## config.mk

```make
export PLATFORM = sky130hd
export DESIGN_NAME = pif_top
export DESIGN_NICKNAME = d
export VERILOG_FILES = /design/src/verilog/pif_pkg.sv /design/src/verilog/pif_top.sv
export VERILOG_INCLUDE_DIRS = /design/src /design/src/verilog
export SDC_FILE = /design/constraint.sdc
export NUM_CORES = 1
export LEC_CHECK = 0
export BUFFER_PORTS_ARGS = -buffer_cell sky130_fd_sc_hd__buf_2
export CORE_ASPECT_RATIO = 0.6
export CORE_MARGIN = 1.5
export CORE_UTILIZATION = 40
export CTS_BUF_LIST = sky130_fd_sc_hd__clkbuf_16
export DETAILED_ROUTE_END_ITERATION = 12
export PLACE_DENSITY_LB_ADDON = 0.08
export SLEW_MARGIN = 25
export SYNTH_ARGS = -nofsm -noshare
export SYNTH_HDL_FRONTEND = slang
export SYNTH_SLANG_ARGS = --single-unit
```

## constraint.sdc

```tcl
create_clock -name aclk -period 1.7 [get_ports aclk]
set_input_delay 0 -clock aclk [delete_from_list [all_inputs] [get_ports aclk]]
set_output_delay 0 -clock aclk [all_outputs]
set_load 0.01 [all_outputs]
```

## src/verilog/pif_defines.svh

```systemverilog
/*
 * Register offsets, field positions, command codes and fixed memory
 * locations of the program interrupt facility.
 * Assumes an 8-bit AXI4-Lite byte address and 32-bit data words.
 */
`ifndef PIF_DEFINES_SVH
`define PIF_DEFINES_SVH

// Register byte offsets
`define PIF_ADDR_W      8
`define PIF_OFF_CTRL    8'h00
`define PIF_OFF_MASK    8'h04
`define PIF_OFF_ACK     8'h08
`define PIF_OFF_BRST    8'h0c
`define PIF_OFF_DONE    8'h10
`define PIF_OFF_BUSY    8'h14
`define PIF_OFF_REQ     8'h18

// Flag-control field of control, mask and bus-reset writes
`define PIF_F_HI        17
`define PIF_F_LO        16
`define PIF_F_START     2'h1
`define PIF_F_CLEAR     2'h2

// Accumulator image: bit 0 of the word is wdata[15]
`define PIF_ACC_MSB     15
`define PIF_CODE_W      6

// Interrupt entry locations
`define PIF_SAVE_LOC    16'h0000
`define PIF_JUMP_LOC    16'h0001

// Bus answers
`define PIF_RESP_OKAY   2'h0
`define PIF_RESP_SLVERR 2'h2

`endif

```

## src/verilog/pif_pkg.sv

```systemverilog
/*
 * Shared types of the program interrupt facility.
 * Assumes nothing beyond a SystemVerilog compiler.
 */
package pif_pkg;

	// Interrupt entry sequence
	typedef enum logic [1:0] {
		st_idle,
		st_save,
		st_jump
	} pif_seq_t;

endpackage : pif_pkg

```

## src/verilog/pif_top.sv

```systemverilog
/*
 * Program interrupt facility: interrupt-enable flag, per-peripheral
 * done, busy and mask flags, shared request line, daisy-chained
 * acknowledge and the interrupt entry sequence, with an AXI4-Lite slave.
 * Assumes the processor core and peripheral pulses share aclk.
 */
// Behaviour
// - Enable flag 1 accepts requests, 0 ignores
// - Start command sets enable, Clear clears it
// - Enable cleared at power-up and console reset
// - Each peripheral has mask; mask blocks request
// - Mask write loads all masks from accumulator
// - Masks cleared at power-up and console reset
// - Done set raises request, reaches processor unmasked
// - Masked request withheld until mask clears
// - All requests share one request line
// - Start only at boundary, enabled, request, no channel
// - Serve all data channel requests before interrupt
// - Clear enable, save PC at 0, jump via 1
// - Acknowledge returns code of first requester
// - Masked peripherals do not answer acknowledge
// - Done readback ignores the mask
// - Request stands while done is set
// - One instruction after enabling before next interrupt
// - Code in accumulator bits 10-15, zero if none
// - Bus reset clears flags, then applies flag control
`timescale 1ns/1ps
`include "pif_defines.svh"

module pif_top
	import pif_pkg::*;
#(
	parameter int                        N             = 4,
	parameter logic [N*`PIF_CODE_W-1:0] DEV_CODE_LIST = {6'h13, 6'h12, 6'h11, 6'h10},
	parameter logic [N*4-1:0]           MASK_BIT_LIST = {4'h3, 4'h2, 4'h1, 4'h0}
) (
	// Clock and reset
	input  wire logic                   aclk,
	input  wire logic                   aresetn,
	input  wire logic                   console_reset,
	// AXI4-Lite write
	input  wire logic [`PIF_ADDR_W-1:0] s_axi_awaddr,
	input  wire logic                   s_axi_awvalid,
	output logic                        s_axi_awready,
	input  wire logic [31:0]            s_axi_wdata,
	input  wire logic [3:0]             s_axi_wstrb,
	input  wire logic                   s_axi_wvalid,
	output logic                        s_axi_wready,
	output logic [1:0]                  s_axi_bresp,
	output logic                        s_axi_bvalid,
	input  wire logic                   s_axi_bready,
	// AXI4-Lite read
	input  wire logic [`PIF_ADDR_W-1:0] s_axi_araddr,
	input  wire logic                   s_axi_arvalid,
	output logic                        s_axi_arready,
	output logic [31:0]                 s_axi_rdata,
	output logic [1:0]                  s_axi_rresp,
	output logic                        s_axi_rvalid,
	input  wire logic                   s_axi_rready,
	// Peripheral side
	input  wire logic [N-1:0]           dev_done_set,
	input  wire logic [N-1:0]           dev_busy_set,
	output logic [N-1:0]                dev_done_flag,
	output logic [N-1:0]                dev_mask_flag,
	// Processor side
	input  wire logic                   insn_end,
	input  wire logic                   dch_pending,
	input  wire logic [15:0]            next_pc,
	output logic                        irq_request_line,
	output logic                        irq_start,
	output logic                        mem_we,
	output logic                        jump_indirect,
	output logic [15:0]                 mem_addr,
	output logic [15:0]                 mem_wdata
);

	typedef struct packed {
		logic           cpu_irq_enable_flag;
		logic           defer;
		logic [N-1:0]   done;
		logic [N-1:0]   busy;
		logic [N-1:0]   mask;
		logic           req_line;
		logic           boundary;
		pif_seq_t       seq;
		logic           start;
		logic           mem_we;
		logic           jump;
		logic [15:0]    mem_addr;
		logic [15:0]    mem_wdata;
		logic           bvalid;
		logic [1:0]     bresp;
		logic           rvalid;
		logic [1:0]     rresp;
		logic [31:0]    rdata;
	} pif_state_t;

	pif_state_t s_reg;
	pif_state_t s_next;

	logic [N-1:0]            req;
	logic [N-1:0]            mask_img;
	logic [N:0]              chain_blk;
	logic [N-1:0]            chain_hit;
	logic [`PIF_CODE_W-1:0]  code_or [0:N];
	logic [`PIF_CODE_W-1:0]  ack_code;
	logic                    wr_fire;
	logic                    rd_fire;
	logic [1:0]              wr_f;

	// Apply a flag-control field to the enable flag
	function automatic logic apply_f(input logic cur, input logic [1:0] f);
		logic r;
		r = cur;
		if (f == `PIF_F_START)
			r = 1'b1;
		else if (f == `PIF_F_CLEAR)
			r = 1'b0;
		return r;
	endfunction : apply_f

	// Unmasked done flags are the requests; a masked one just waits
	assign req = s_reg.done & ~s_reg.mask;

	// Per-peripheral mask bit and acknowledge daisy chain
	assign chain_blk[0] = 1'b0;
	assign code_or[0]   = '0;
	generate
		for (genvar i = 0; i < N; i++) begin : g_dev
			// Accumulator bit k sits at wdata[15-k]
			assign mask_img[i]    = s_axi_wdata[`PIF_ACC_MSB - MASK_BIT_LIST[i*4 +: 4]];
			assign chain_hit[i]   = req[i] & ~chain_blk[i];
			assign chain_blk[i+1] = chain_blk[i] | req[i];
			assign code_or[i+1]   = code_or[i] |
				({`PIF_CODE_W{chain_hit[i]}} & DEV_CODE_LIST[i*`PIF_CODE_W +: `PIF_CODE_W]);
		end
	endgenerate
	assign ack_code = code_or[N];

	// Write address and data are taken together, so arrival order is free
	assign wr_fire       = s_axi_awvalid & s_axi_wvalid & ~s_reg.bvalid;
	assign s_axi_awready = s_axi_wvalid & ~s_reg.bvalid;
	assign s_axi_wready  = s_axi_awvalid & ~s_reg.bvalid;
	assign rd_fire       = s_axi_arvalid & ~s_reg.rvalid;
	assign s_axi_arready = ~s_reg.rvalid;
	assign wr_f          = s_axi_wdata[`PIF_F_HI:`PIF_F_LO];

	// Next-state logic for the whole block
	always_comb begin
		s_next        = s_reg;
		s_next.start  = 1'b0;
		s_next.mem_we = 1'b0;
		s_next.jump   = 1'b0;

		// Bus answers retire on their ready
		if (s_reg.bvalid && s_axi_bready)
			s_next.bvalid = 1'b0;
		if (s_reg.rvalid && s_axi_rready)
			s_next.rvalid = 1'b0;

		// Register writes; an all-zero strobe still answers but changes nothing
		if (wr_fire) begin
			s_next.bvalid = 1'b1;
			s_next.bresp  = `PIF_RESP_OKAY;
			case (s_axi_awaddr)
				`PIF_OFF_CTRL: begin
					if (|s_axi_wstrb)
						s_next.cpu_irq_enable_flag = apply_f(s_reg.cpu_irq_enable_flag, wr_f);
				end
				`PIF_OFF_MASK: begin
					if (|s_axi_wstrb) begin
						s_next.mask = mask_img;
						s_next.cpu_irq_enable_flag  = apply_f(s_reg.cpu_irq_enable_flag, wr_f);
					end
				end
				`PIF_OFF_BRST: begin
					if (|s_axi_wstrb) begin
						s_next.busy = '0;
						s_next.done = '0;
						s_next.mask = '0;
						s_next.cpu_irq_enable_flag  = apply_f(s_reg.cpu_irq_enable_flag, wr_f);
					end
				end
				`PIF_OFF_DONE: begin
					if (|s_axi_wstrb)
						s_next.done = s_reg.done & ~s_axi_wdata[N-1:0];
				end
				`PIF_OFF_ACK, `PIF_OFF_BUSY, `PIF_OFF_REQ: begin
				end
				default: s_next.bresp = `PIF_RESP_SLVERR;
			endcase
		end

		// Console reset acts as a bus reset with the enable cleared
		if (console_reset) begin
			s_next.cpu_irq_enable_flag  = 1'b0;
			s_next.mask = '0;
			s_next.done = '0;
			s_next.busy = '0;
		end

		// Peripheral events come last so a set beats a same-cycle clear
		s_next.busy = (s_next.busy | dev_busy_set) & ~dev_done_set;
		s_next.done = s_next.done | dev_done_set;

		// Register reads; acknowledge has no side effect on the flags
		if (rd_fire) begin
			s_next.rvalid = 1'b1;
			s_next.rresp  = `PIF_RESP_OKAY;
			s_next.rdata  = '0;
			case (s_axi_araddr)
				`PIF_OFF_CTRL: s_next.rdata[1:0] = {s_reg.defer, s_reg.cpu_irq_enable_flag};
				`PIF_OFF_MASK: s_next.rdata[N-1:0] = s_reg.mask;
				`PIF_OFF_ACK:  s_next.rdata[`PIF_CODE_W-1:0] = ack_code;
				`PIF_OFF_DONE: s_next.rdata[N-1:0] = s_reg.done;
				`PIF_OFF_BUSY: s_next.rdata[N-1:0] = s_reg.busy;
				`PIF_OFF_REQ:  s_next.rdata[N-1:0] = req;
				`PIF_OFF_BRST: begin
				end
				default: s_next.rresp = `PIF_RESP_SLVERR;
			endcase
		end

		// One shared line, registered so it never glitches
		s_next.req_line = |req;

		// Interrupt entry: a boundary waits out every channel request
		unique case (s_reg.seq)
			st_idle: begin
				if (insn_end || s_reg.boundary) begin
					if (dch_pending) begin
						s_next.boundary = 1'b1;
					end else begin
						s_next.boundary = 1'b0;
						if (s_reg.defer) begin
							s_next.defer = 1'b0;
						end else if (s_reg.cpu_irq_enable_flag && (|req) && !console_reset) begin
							s_next.cpu_irq_enable_flag       = 1'b0;
							s_next.start     = 1'b1;
							s_next.mem_we    = 1'b1;
							s_next.mem_addr  = `PIF_SAVE_LOC;
							s_next.mem_wdata = next_pc;
							s_next.seq       = st_save;
						end
					end
				end
			end
			st_save: begin
				// Boundaries cannot arrive while the core is in entry
				s_next.jump     = 1'b1;
				s_next.mem_addr = `PIF_JUMP_LOC;
				s_next.seq      = st_jump;
			end
			st_jump: begin
				s_next.seq = st_idle;
			end
		endcase

		// A fresh enable holds off interrupts for one more instruction
		if (!s_reg.cpu_irq_enable_flag && s_next.cpu_irq_enable_flag)
			s_next.defer = 1'b1;
		if (!s_next.cpu_irq_enable_flag)
			s_next.defer = 1'b0;
	end

	// State register
	always_ff @(posedge aclk) begin
		if (!aresetn)
			s_reg <= '0;
		else
			s_reg <= s_next;
	end

	// Outputs straight from the state
	assign s_axi_bvalid     = s_reg.bvalid;
	assign s_axi_bresp      = s_reg.bresp;
	assign s_axi_rvalid     = s_reg.rvalid;
	assign s_axi_rresp      = s_reg.rresp;
	assign s_axi_rdata      = s_reg.rdata;
	assign dev_done_flag    = s_reg.done;
	assign dev_mask_flag    = s_reg.mask;
	assign irq_request_line = s_reg.req_line;
	assign irq_start        = s_reg.start;
	assign mem_we           = s_reg.mem_we;
	assign jump_indirect    = s_reg.jump;
	assign mem_addr         = s_reg.mem_addr;
	assign mem_wdata        = s_reg.mem_wdata;

endmodule : pif_top

```

Word level (Yosys, flattened, before mapping)

Index checks and enable logic that the tools add are counted.

Bits in registers: 65
Word-level logic and storage cells: 144

Reductions and logical operators: 31
Equal/unequal tests: 23
Multiplexer cells: 41
Bitwise operators: 31

Operator list:

| operator                                                              | number |
|---|---|
| 32-bit 2-to-1 mux                                                     | 4 |
| 8-bit by 5-bit equality test with 1-bit output, second input constant | 6 |
| 12-bit 2-to-1 mux                                                     | 3 |
| 35-bit 2-to-1 mux                                                     | 1 |
| 8-bit by 4-bit equality test with 1-bit output, second input constant | 4 |
| 16-bit one-hot mux with 2 select lines                                | 1 |
| 4-bit 2-to-1 mux                                                      | 7 |
| 8-bit by 3-bit equality test with 1-bit output, second input constant | 2 |
| 8-bit zero test                                                       | 2 |
| 4-bit one-hot mux with 2 select lines                                 | 2 |
| 5-bit OR                                                              | 3 |
| 1-bit 2-to-1 mux                                                      | 14 |
| 7-bit OR reduction                                                    | 2 |
| 4-bit bitwise AND                                                     | 3 |
| 2-bit != test, second input constant                                  | 6 |
| 4-bit NOT                                                             | 3 |
| 2-bit one-hot mux with 6 select lines                                 | 1 |
| 2-bit nonzero test                                                    | 6 |
| 2-bit 2-to-1 mux                                                      | 5 |
| 1-bit NOT                                                             | 10 |
| 2-bit one-hot mux with 5 select lines                                 | 1 |
| 5-bit AND reduction                                                   | 2 |
| 1-bit bitwise AND                                                     | 8 |
| 4-bit OR                                                              | 2 |
| other kinds (17)                                                      | 28 |

Logic depth before layout (Yosys ltp)

Gate-level depths: netlist (run 1).

Word-level depth: 15
Mapped depth: 7
Mapped depth without buffers: 7

Least setup slack after synthesis (run 1)

OpenSTA, ideal clock, no wires.

Path type: register -> register
Start point: reg s_reg, in the netlist s_axi_bvalid
End point: reg s_reg, in the netlist dev_done_flag[0]
Data required time: 1.583 ns
Period minus slack after synthesis: 1.524 ns
Buffers on the path: 0
Library setup time: 0.117 ns
Setup slack: 0.176 ns
Arrival: 1.406 ns
Cell stages (with the launch flop): 6
Cell sequence: dfxtp_1 and2b_1 nand2_1 nor4_2 o21ai_0 a32o_1

Word-level cells in the longest chain between the ends: 5

RTL lines:

| element                | line           | text |
|---|---|---|
| from (decl)            | pif_top.sv:98  | `pif_state_t s_reg;` |
| from (signal assigned) | pif_top.sv:271 | `s_reg <= s_next;` |
| 1-bit NOT              | pif_top.sv:141 | `assign wr_fire = s_axi_awvalid & s_axi_wvalid & ~s_reg.bvalid;` |
| 1-bit bitwise AND      | pif_top.sv:141 |  |
| 12-bit 2-to-1 mux      | pif_top.sv:162 | `if (wr_fire) begin` |
| 12-bit 2-to-1 mux      | pif_top.sv:195 | `if (console_reset) begin` |
| 4-bit OR               | pif_top.sv:204 | `s_next.done = s_next.done \| dev_done_set;` |

No other way between the ends.
A chain may end at the register's enable or synchronous reset.

Worst setup path after layout (run 1)

Same ends and word-level chain as after synthesis.

==> results of run 1 <==
-- power by group through the flow --
stage                     clock (mW)  sequential, mW  combinational [mW]
after global placement             0            1.14               0.318
after floorplan                    0            1.14               0.269
final                          0.928            1.12               0.384
after CTS                      0.980            1.12               0.382
after detailed placement           0            1.15               0.321
after global routing            1.03            1.12               0.422
-- worst min-delay path, stage by stage --
cell and delay [ns]:
buf_2 0.11, nand2_2 0.09, a21boi_0 0.08
-- how the worst max path moves through the flow --
stage / start / to / slack (ns)
6_report: s_axi_bvalid / dev_done_flag[0] / 0.13
4_1_cts: s_axi_bvalid / dev_done_flag[3] / 0.08
2_1_floorplan: s_axi_bvalid / dev_done_flag[0] / 0.18
5_1_grt: s_axi_bvalid / dev_done_flag[1] / 0.01
3_3_place_gp: s_axi_bvalid / dev_done_flag[0] / 0.13
3_5_place_dp: s_axi_bvalid / dev_done_flag[2] / 0.1
-- placed cells by master (no fill, tap or decap), drive strengths merged, types with 2 or more instances in the layout --
cell type / netlist / routed
a21oi: 8 / 8
ha: 2 / 2
buf: 83 / 113
nand2: 15 / 15
nand2b: 9 / 9
o21ai: 10 / 10
a32o: 4 / 4
o211a: 2 / 2
a22oi: 7 / 7
dfxtp: 46 / 46
nand3: 6 / 6
nor2b: 23 / 23
dlygate4sd3: 0 / 33
nand4b: 4 / 4
inv: 6 / 7
o32ai: 2 / 2
nor4: 4 / 4
and2: 5 / 5
a21boi: 2 / 2
nor3: 2 / 2
nand4: 3 / 3
nor2: 14 / 14
and3: 3 / 3
clkbuf: 3 / 5
o22ai: 2 / 2
mux2i: 24 / 24
conb: 1 / 44
a31oi: 4 / 4
clkinv: 0 / 2
nor3b: 2 / 2
-- routing by layer --
layer  track usage, %  routed length, µm
met5                0                  0
met3            6.069                409
met2            27.88               2953
met1            21.03               3023
met4            4.028                 58
-- timing repair --
| action | 4_1_cts | 5_1_grt |
|---|---|---|
| setup endpoints to repair | 0 | 4 |
| hold endpoints to repair | 32 | 0 |
| hold buffers | 33 | 0 |
| gates resized for setup | 0 | 1 |
-- logic make-up after synthesis --
kind of cell | after synthesis
simple gates | 97
mux | 24
buf+inv | 92
flops | 46
compound gates | 51
fa+ha+maj | 2
other cells | 1
-- cell usage after synthesis (all sizes together) (3+ instances only) --
library cell / instances / area [µm²]
and3: 3 / 18.77
o21ai: 10 / 50.04
nand4: 3 / 33.78
dfxtp: 46 / 920.9
buf: 83 / 641.9
nand2b: 9 / 88.83
nor4: 4 / 61.31
nand2: 15 / 56.30
nand3: 6 / 35.03
a21oi: 8 / 40.04
mux2i: 24 / 240.2
a32o: 4 / 40.04
nor2: 14 / 52.55
and2: 5 / 32.53
a22oi: 7 / 52.55
clkbuf: 3 / 11.26
inv: 6 / 22.52
a31oi: 4 / 40.04
nand4b: 4 / 35.03
nor2b: 23 / 143.9
-- metrics by stage --
step | area, µm² | setup WS, ns | total power, mW | hold WS [ns] | cells
CTS | 3588 | 0.07929 | 2.483 | 0.03834 | 511
finish | 3591 | 0.1332 | 2.433 | 0.03905 | 511
detailed placement | 3120 | 0.09822 | 1.467 | 0.1824 | 470
global route | 3591 | 0.01211 | 2.576 | 0.03982 | 511
floorplan | 3077 | 0.1764 | 1.413 | 0.07238 | 356
global placement | 3120 | 0.1298 | 1.463 | 0.1805 | 470
-- final cells by class --
| class | count | area (µm²) | area share, % |
|---|---|---|---|
| timing repair buffer | 146 | 918.4 | 25.57 |
| inverter | 6 | 22.52 | 0.6272 |
| clock buffer | 5 | 125.1 | 3.484 |
| clock inverter | 3 | 12.51 | 0.3484 |
| multi-input combinational | 218 | 1483 | 41.29 |
| tap | 87 | 108.9 | 3.031 |
| sequential | 46 | 920.9 | 25.64 |
==> out/qor.yml, run 1 <==
crit_chain: "and2b_1 > nand2_2 > nor4_2 > buf_4 > o21ai_0 > a32o_1"
combPwrFrac_pct: 15.8
switching_share_pct: 25.33
core_mm2: 0.006849
min_path_cells: 3
path_depth: 6
powerDensity_mw_per_mm2: 677.6
worstMarginPinSlew_ns: 0.5639
path_buf_inv: 1
synth-seq-area-share_pct: 31.59
grt_setup_unrepaired: "no"
dp_hpwl_um: 4746
numCtsBuffers: 5
io_buffers: 104
fillers: 669
cp_slowest_stage_delay_ns: 0.34
cts.clk_slew.worst_paths_ns: 0.06
grt_max_degree: 26
crit_slowest_cell: "dfxtp_1"
grt_antenna_before_repair: 0
cts_buffer_depth: 2
ff2ff_path_depth: 6
rrSetupSlack_ns: 0.13
status: "finished, final reports clean"
max_cap_violations: 0
synth_seq_cells: 46
start_util_pct: 42.56
num_vias: 2333
die_y_um: 69.13
setup_viol: 0
critPathKind: "register to register"
synthesis.area_mm2: 0.002915
root_buffer: "clkbuf_16"
hold_violations: 0
ys.flop_type: "dfxtp_1"
tns_ns: 0
cp-end-kind: "register"
insertion_delay_ns: 0.29
peakVddDrop_mv: 0.3349
track_usage_pct: 16.86
synth_edf_count: 0
areaGrowthSynthToFinish_pct: 23.18
num_rows: 23
clock_skew_ns: 0.006067
pwr-share-clk_pct: 38.1
synth_cells: 313
required_ns: 1.88
period_minus_slack_ns: 1.567
muxShareOfSynthArea_pct: 8.240
synth.distinct_cells: 59
async_reset_ff_share_pct: 0
min_to: "s_axi_bvalid"
drt_iter0_drc: 88
routedWlPerCell_um: 12.61
seq_power_share_pct: 46.1
cp_max_fo: 5
critPathTopFamily: "simple AND/OR/NAND/NOR gates"
hp-class: "input pin to register"
drt_wl_total_um: 6444
drtAntennaViolNets: 0
place.gp.congestion: 0.7768
final_util_pct: 52.43
final_nets: 511
largest_reg_flops: 16
cp-start-kind: "register"
synthAdderAreaFrac_pct: 0.8584
timing.rr.start: "s_axi_bvalid"
switchingPower_mw: 0.6162
grt_pass1_wl_um: 10470
drc: 0
dieArea_mm2: 0.007827
cts_tree: "built"
synth_compound_area_share_pct: 13.43
regToRegEndpoint: "dev_done_flag[0]"
cts_setup_buffers: 0
synth-simple-area-share_pct: 22.58
max_freq_mhz: 638.2
synth_top_family_by_area: "buffers and inverters"
pin_count: 171
slew_viol_final: 0
synth_xor_area_share_pct: 0
grt_overflow: 0
grt_pass1_vias: 2209
finalCritPeriodShare_pct: 92.17
p_leak_nw: 1.745
htree_num_levels: 2
first_pass_iters: 4
slew_headroom_pct: 62.06
cts_sinks: 46
arrival_ns: 1.75
synth_warnings: 0
die_w_um: 113.2
syn_area_per_cell_um2: 9.314
min-delay-start: "s_axi_awvalid"
diodes: 0
drive_gt1_share_pct: 32.31
vias_per_cell: 4.566
intPower_mw: 1.817
No activity file was read; power rests on OpenSTA's default activity.
==> run 2, diff against run 1 <==
CELL_PAD_IN_SITES_DETAIL_PLACEMENT = 1   (was unset)
CELL_PAD_IN_SITES_GLOBAL_PLACEMENT = 2   (was unset)
CORE_UTILIZATION = 24   (was 40)
SKIP_LAST_GASP = 1   (was unset)
==> run 2 against run 1 <==
Against the previous run:
- fmax grew 2.7%
- design area rose by 1.8%
- non-clock buffer count is 2 lower
- worst hold slack worse by 0.022 ns
- clock power fell by 0.9%
- combinational power about the same
- core utilization fell by 21 points
- first-iteration DRC count fell by 34%
- power down 0.25%
- cell count rose by 14%
- via count is 0.47% higher
- count of clock-buffer cells in the layout unchanged
- critical endpoint is now s_reg[81]
- largest power group unchanged
==> out/qor.yml, run 2 (synthesized netlist as in run 1, its figures left out) <==
status: "finished, final reports clean"
cts_tree: "built"
dp_hpwl_um: 5987
grt_overflow: 0
peakVddDrop_mv: 0.3066
cp-end-kind: "register"
grt_max_degree: 28
largest_reg_flops: 16
required_ns: 1.88
critPathKind: "register to register"
drive_gt1_share_pct: 32.78
cp_max_fo: 10
dieArea_mm2: 0.01284
cts_buffer_depth: 2
final_cell_mix: "104 x buf_2, 46 x dfxtp_1, 44 x conb_1, 29 x dlygate4sd3_1, 24 x mux2i_1"
cts_sinks: 46
min_path_cells: 3
cts.clk_slew.worst_paths_ns: 0.06
max_cap_violations: 0
vias_per_cell: 4.034
final_util_pct: 31.62
finalCritPeriodShare_pct: 89.76
dpl_cell_area_mm2: 0.003227
areaGrowthSynthToFinish_pct: 25.41
hold_slack_ns: 0.01682
grt_setup_unrepaired: "no"
regToRegEndpoint: "s_reg[81]"
place.gp.congestion: 0.7292
drt_iter0_drc: 58
core_mm2: 0.01156
cts_setup_buffers: 0
period_minus_slack_ns: 1.526
hold_violations: 0
dp.cells: 545
slew_viol_final: 0
ff2ff_path_depth: 6
first_pass_iters: 4
slew_headroom_pct: 61.80
io_buffers: 104
drc: 0
die_w_um: 145.3
die_y_um: 88.37
mostFrequentLayoutCell: "buf_2"
track_usage_pct: 12.01
htree_num_levels: 2
root_buffer: "clkbuf_16"
min_to: "dev_mask_flag[3]"
num_vias: 2344
rrSetupSlack_ns: 0.17
worstMarginPinSlew_ns: 0.5678
numCtsBuffers: 5
powerDensity_mw_per_mm2: 663.8
worstSetupStartpoint: "s_axi_bvalid"
drt_wl_total_um: 7614
grt_pass1_wl_um: 12210
tns_ns: 0
hp-class: "input pin to register"
clock_skew_ns: 0.003070
min-delay-start: "s_axi_wdata[12]"
routedWlPerCell_um: 13.10
power.total_mw: 2.427
start_util_pct: 25.22
place_ws_ns: 0.08724
stdcell_count: 581
p_leak_nw: 1.741
setup_viol: 0
timing.rr.start: "s_axi_bvalid"
grt_pass1_vias: 2372
cp-start-kind: "register"
final_cell_area_mm2: 0.003656
final_nets: 509
drtAntennaViolNets: 0
num_rows: 30
pin_count: 171
arrival_ns: 1.70
diodes: 0
worst_slack_ns: 0.1741
insertion_delay_ns: 0.28
max_freq_mhz: 655.4
grt_antenna_before_repair: 0
[run 2: cell count changes in the layout (fill, tap and decap cells not counted)]
cell | before | now
clkinv_1 | 1 | 0
buf_4 | 9 | 11
nand2_1 | 14 | 15
nand2_2 | 1 | 0
nor4bb_2 | 0 | 1
nor4bb_1 | 1 | 0
clkinv_2 | 1 | 0
dlygate4sd3_1 | 33 | 29
inv_1 | 7 | 8
[run 2: what timing repair did]
action,in CTS,in global routing
hold buffers,29,0
endpoints found under the setup margin,0,6
hold endpoints to repair,28,0
resized for setup,0,1
[run 2: worst max-delay path: stages, from the launching register on]
cell      delay (ns)
dfxtp_1         0.35
nor4bb_2        0.32
and4b_1         0.23
buf_4           0.17
a31oi_4         0.13
a22oi_1         0.16
nor2_1          0.06
[run 2: cell type report]
class | count | area, µm²
fill | 1396 | 7905
clock inverter | 2 | 7.507
sequential | 46 | 920.9
multi-input combinational | 218 | 1486
clock buffer | 5 | 125.1
tap | 160 | 200.2
inverter | 6 | 22.52
timing repair buffer | 144 | 893.4
[run 2: how the worst max path moves through the flow]
stage                        to  slack (ns)  cells past startpoint
6_report              s_reg[81]        0.17                      6
5_1_grt            mem_wdata[8]        0.01                      6
4_1_cts        dev_done_flag[1]        0.07                      6
3_5_place_dp   dev_done_flag[0]        0.09                      6
3_3_place_gp   dev_done_flag[0]         0.1                      6
2_1_floorplan  dev_done_flag[0]        0.18                      5
[run 2: per-layer routing]
layer  GRT usage, %  wire (µm)
met5              0          0
met4          2.783         40
met3          3.557        418
met2          19.22       3375
met1          16.07       3779
[run 2: report_power, final]
part           internal [mW]  leakage (nW)  switching, mW
sequential              1.10         0.374         0.0217
clock                  0.526        0.0723          0.394
combinational          0.180          1.29          0.204
total                   1.81          1.74          0.620
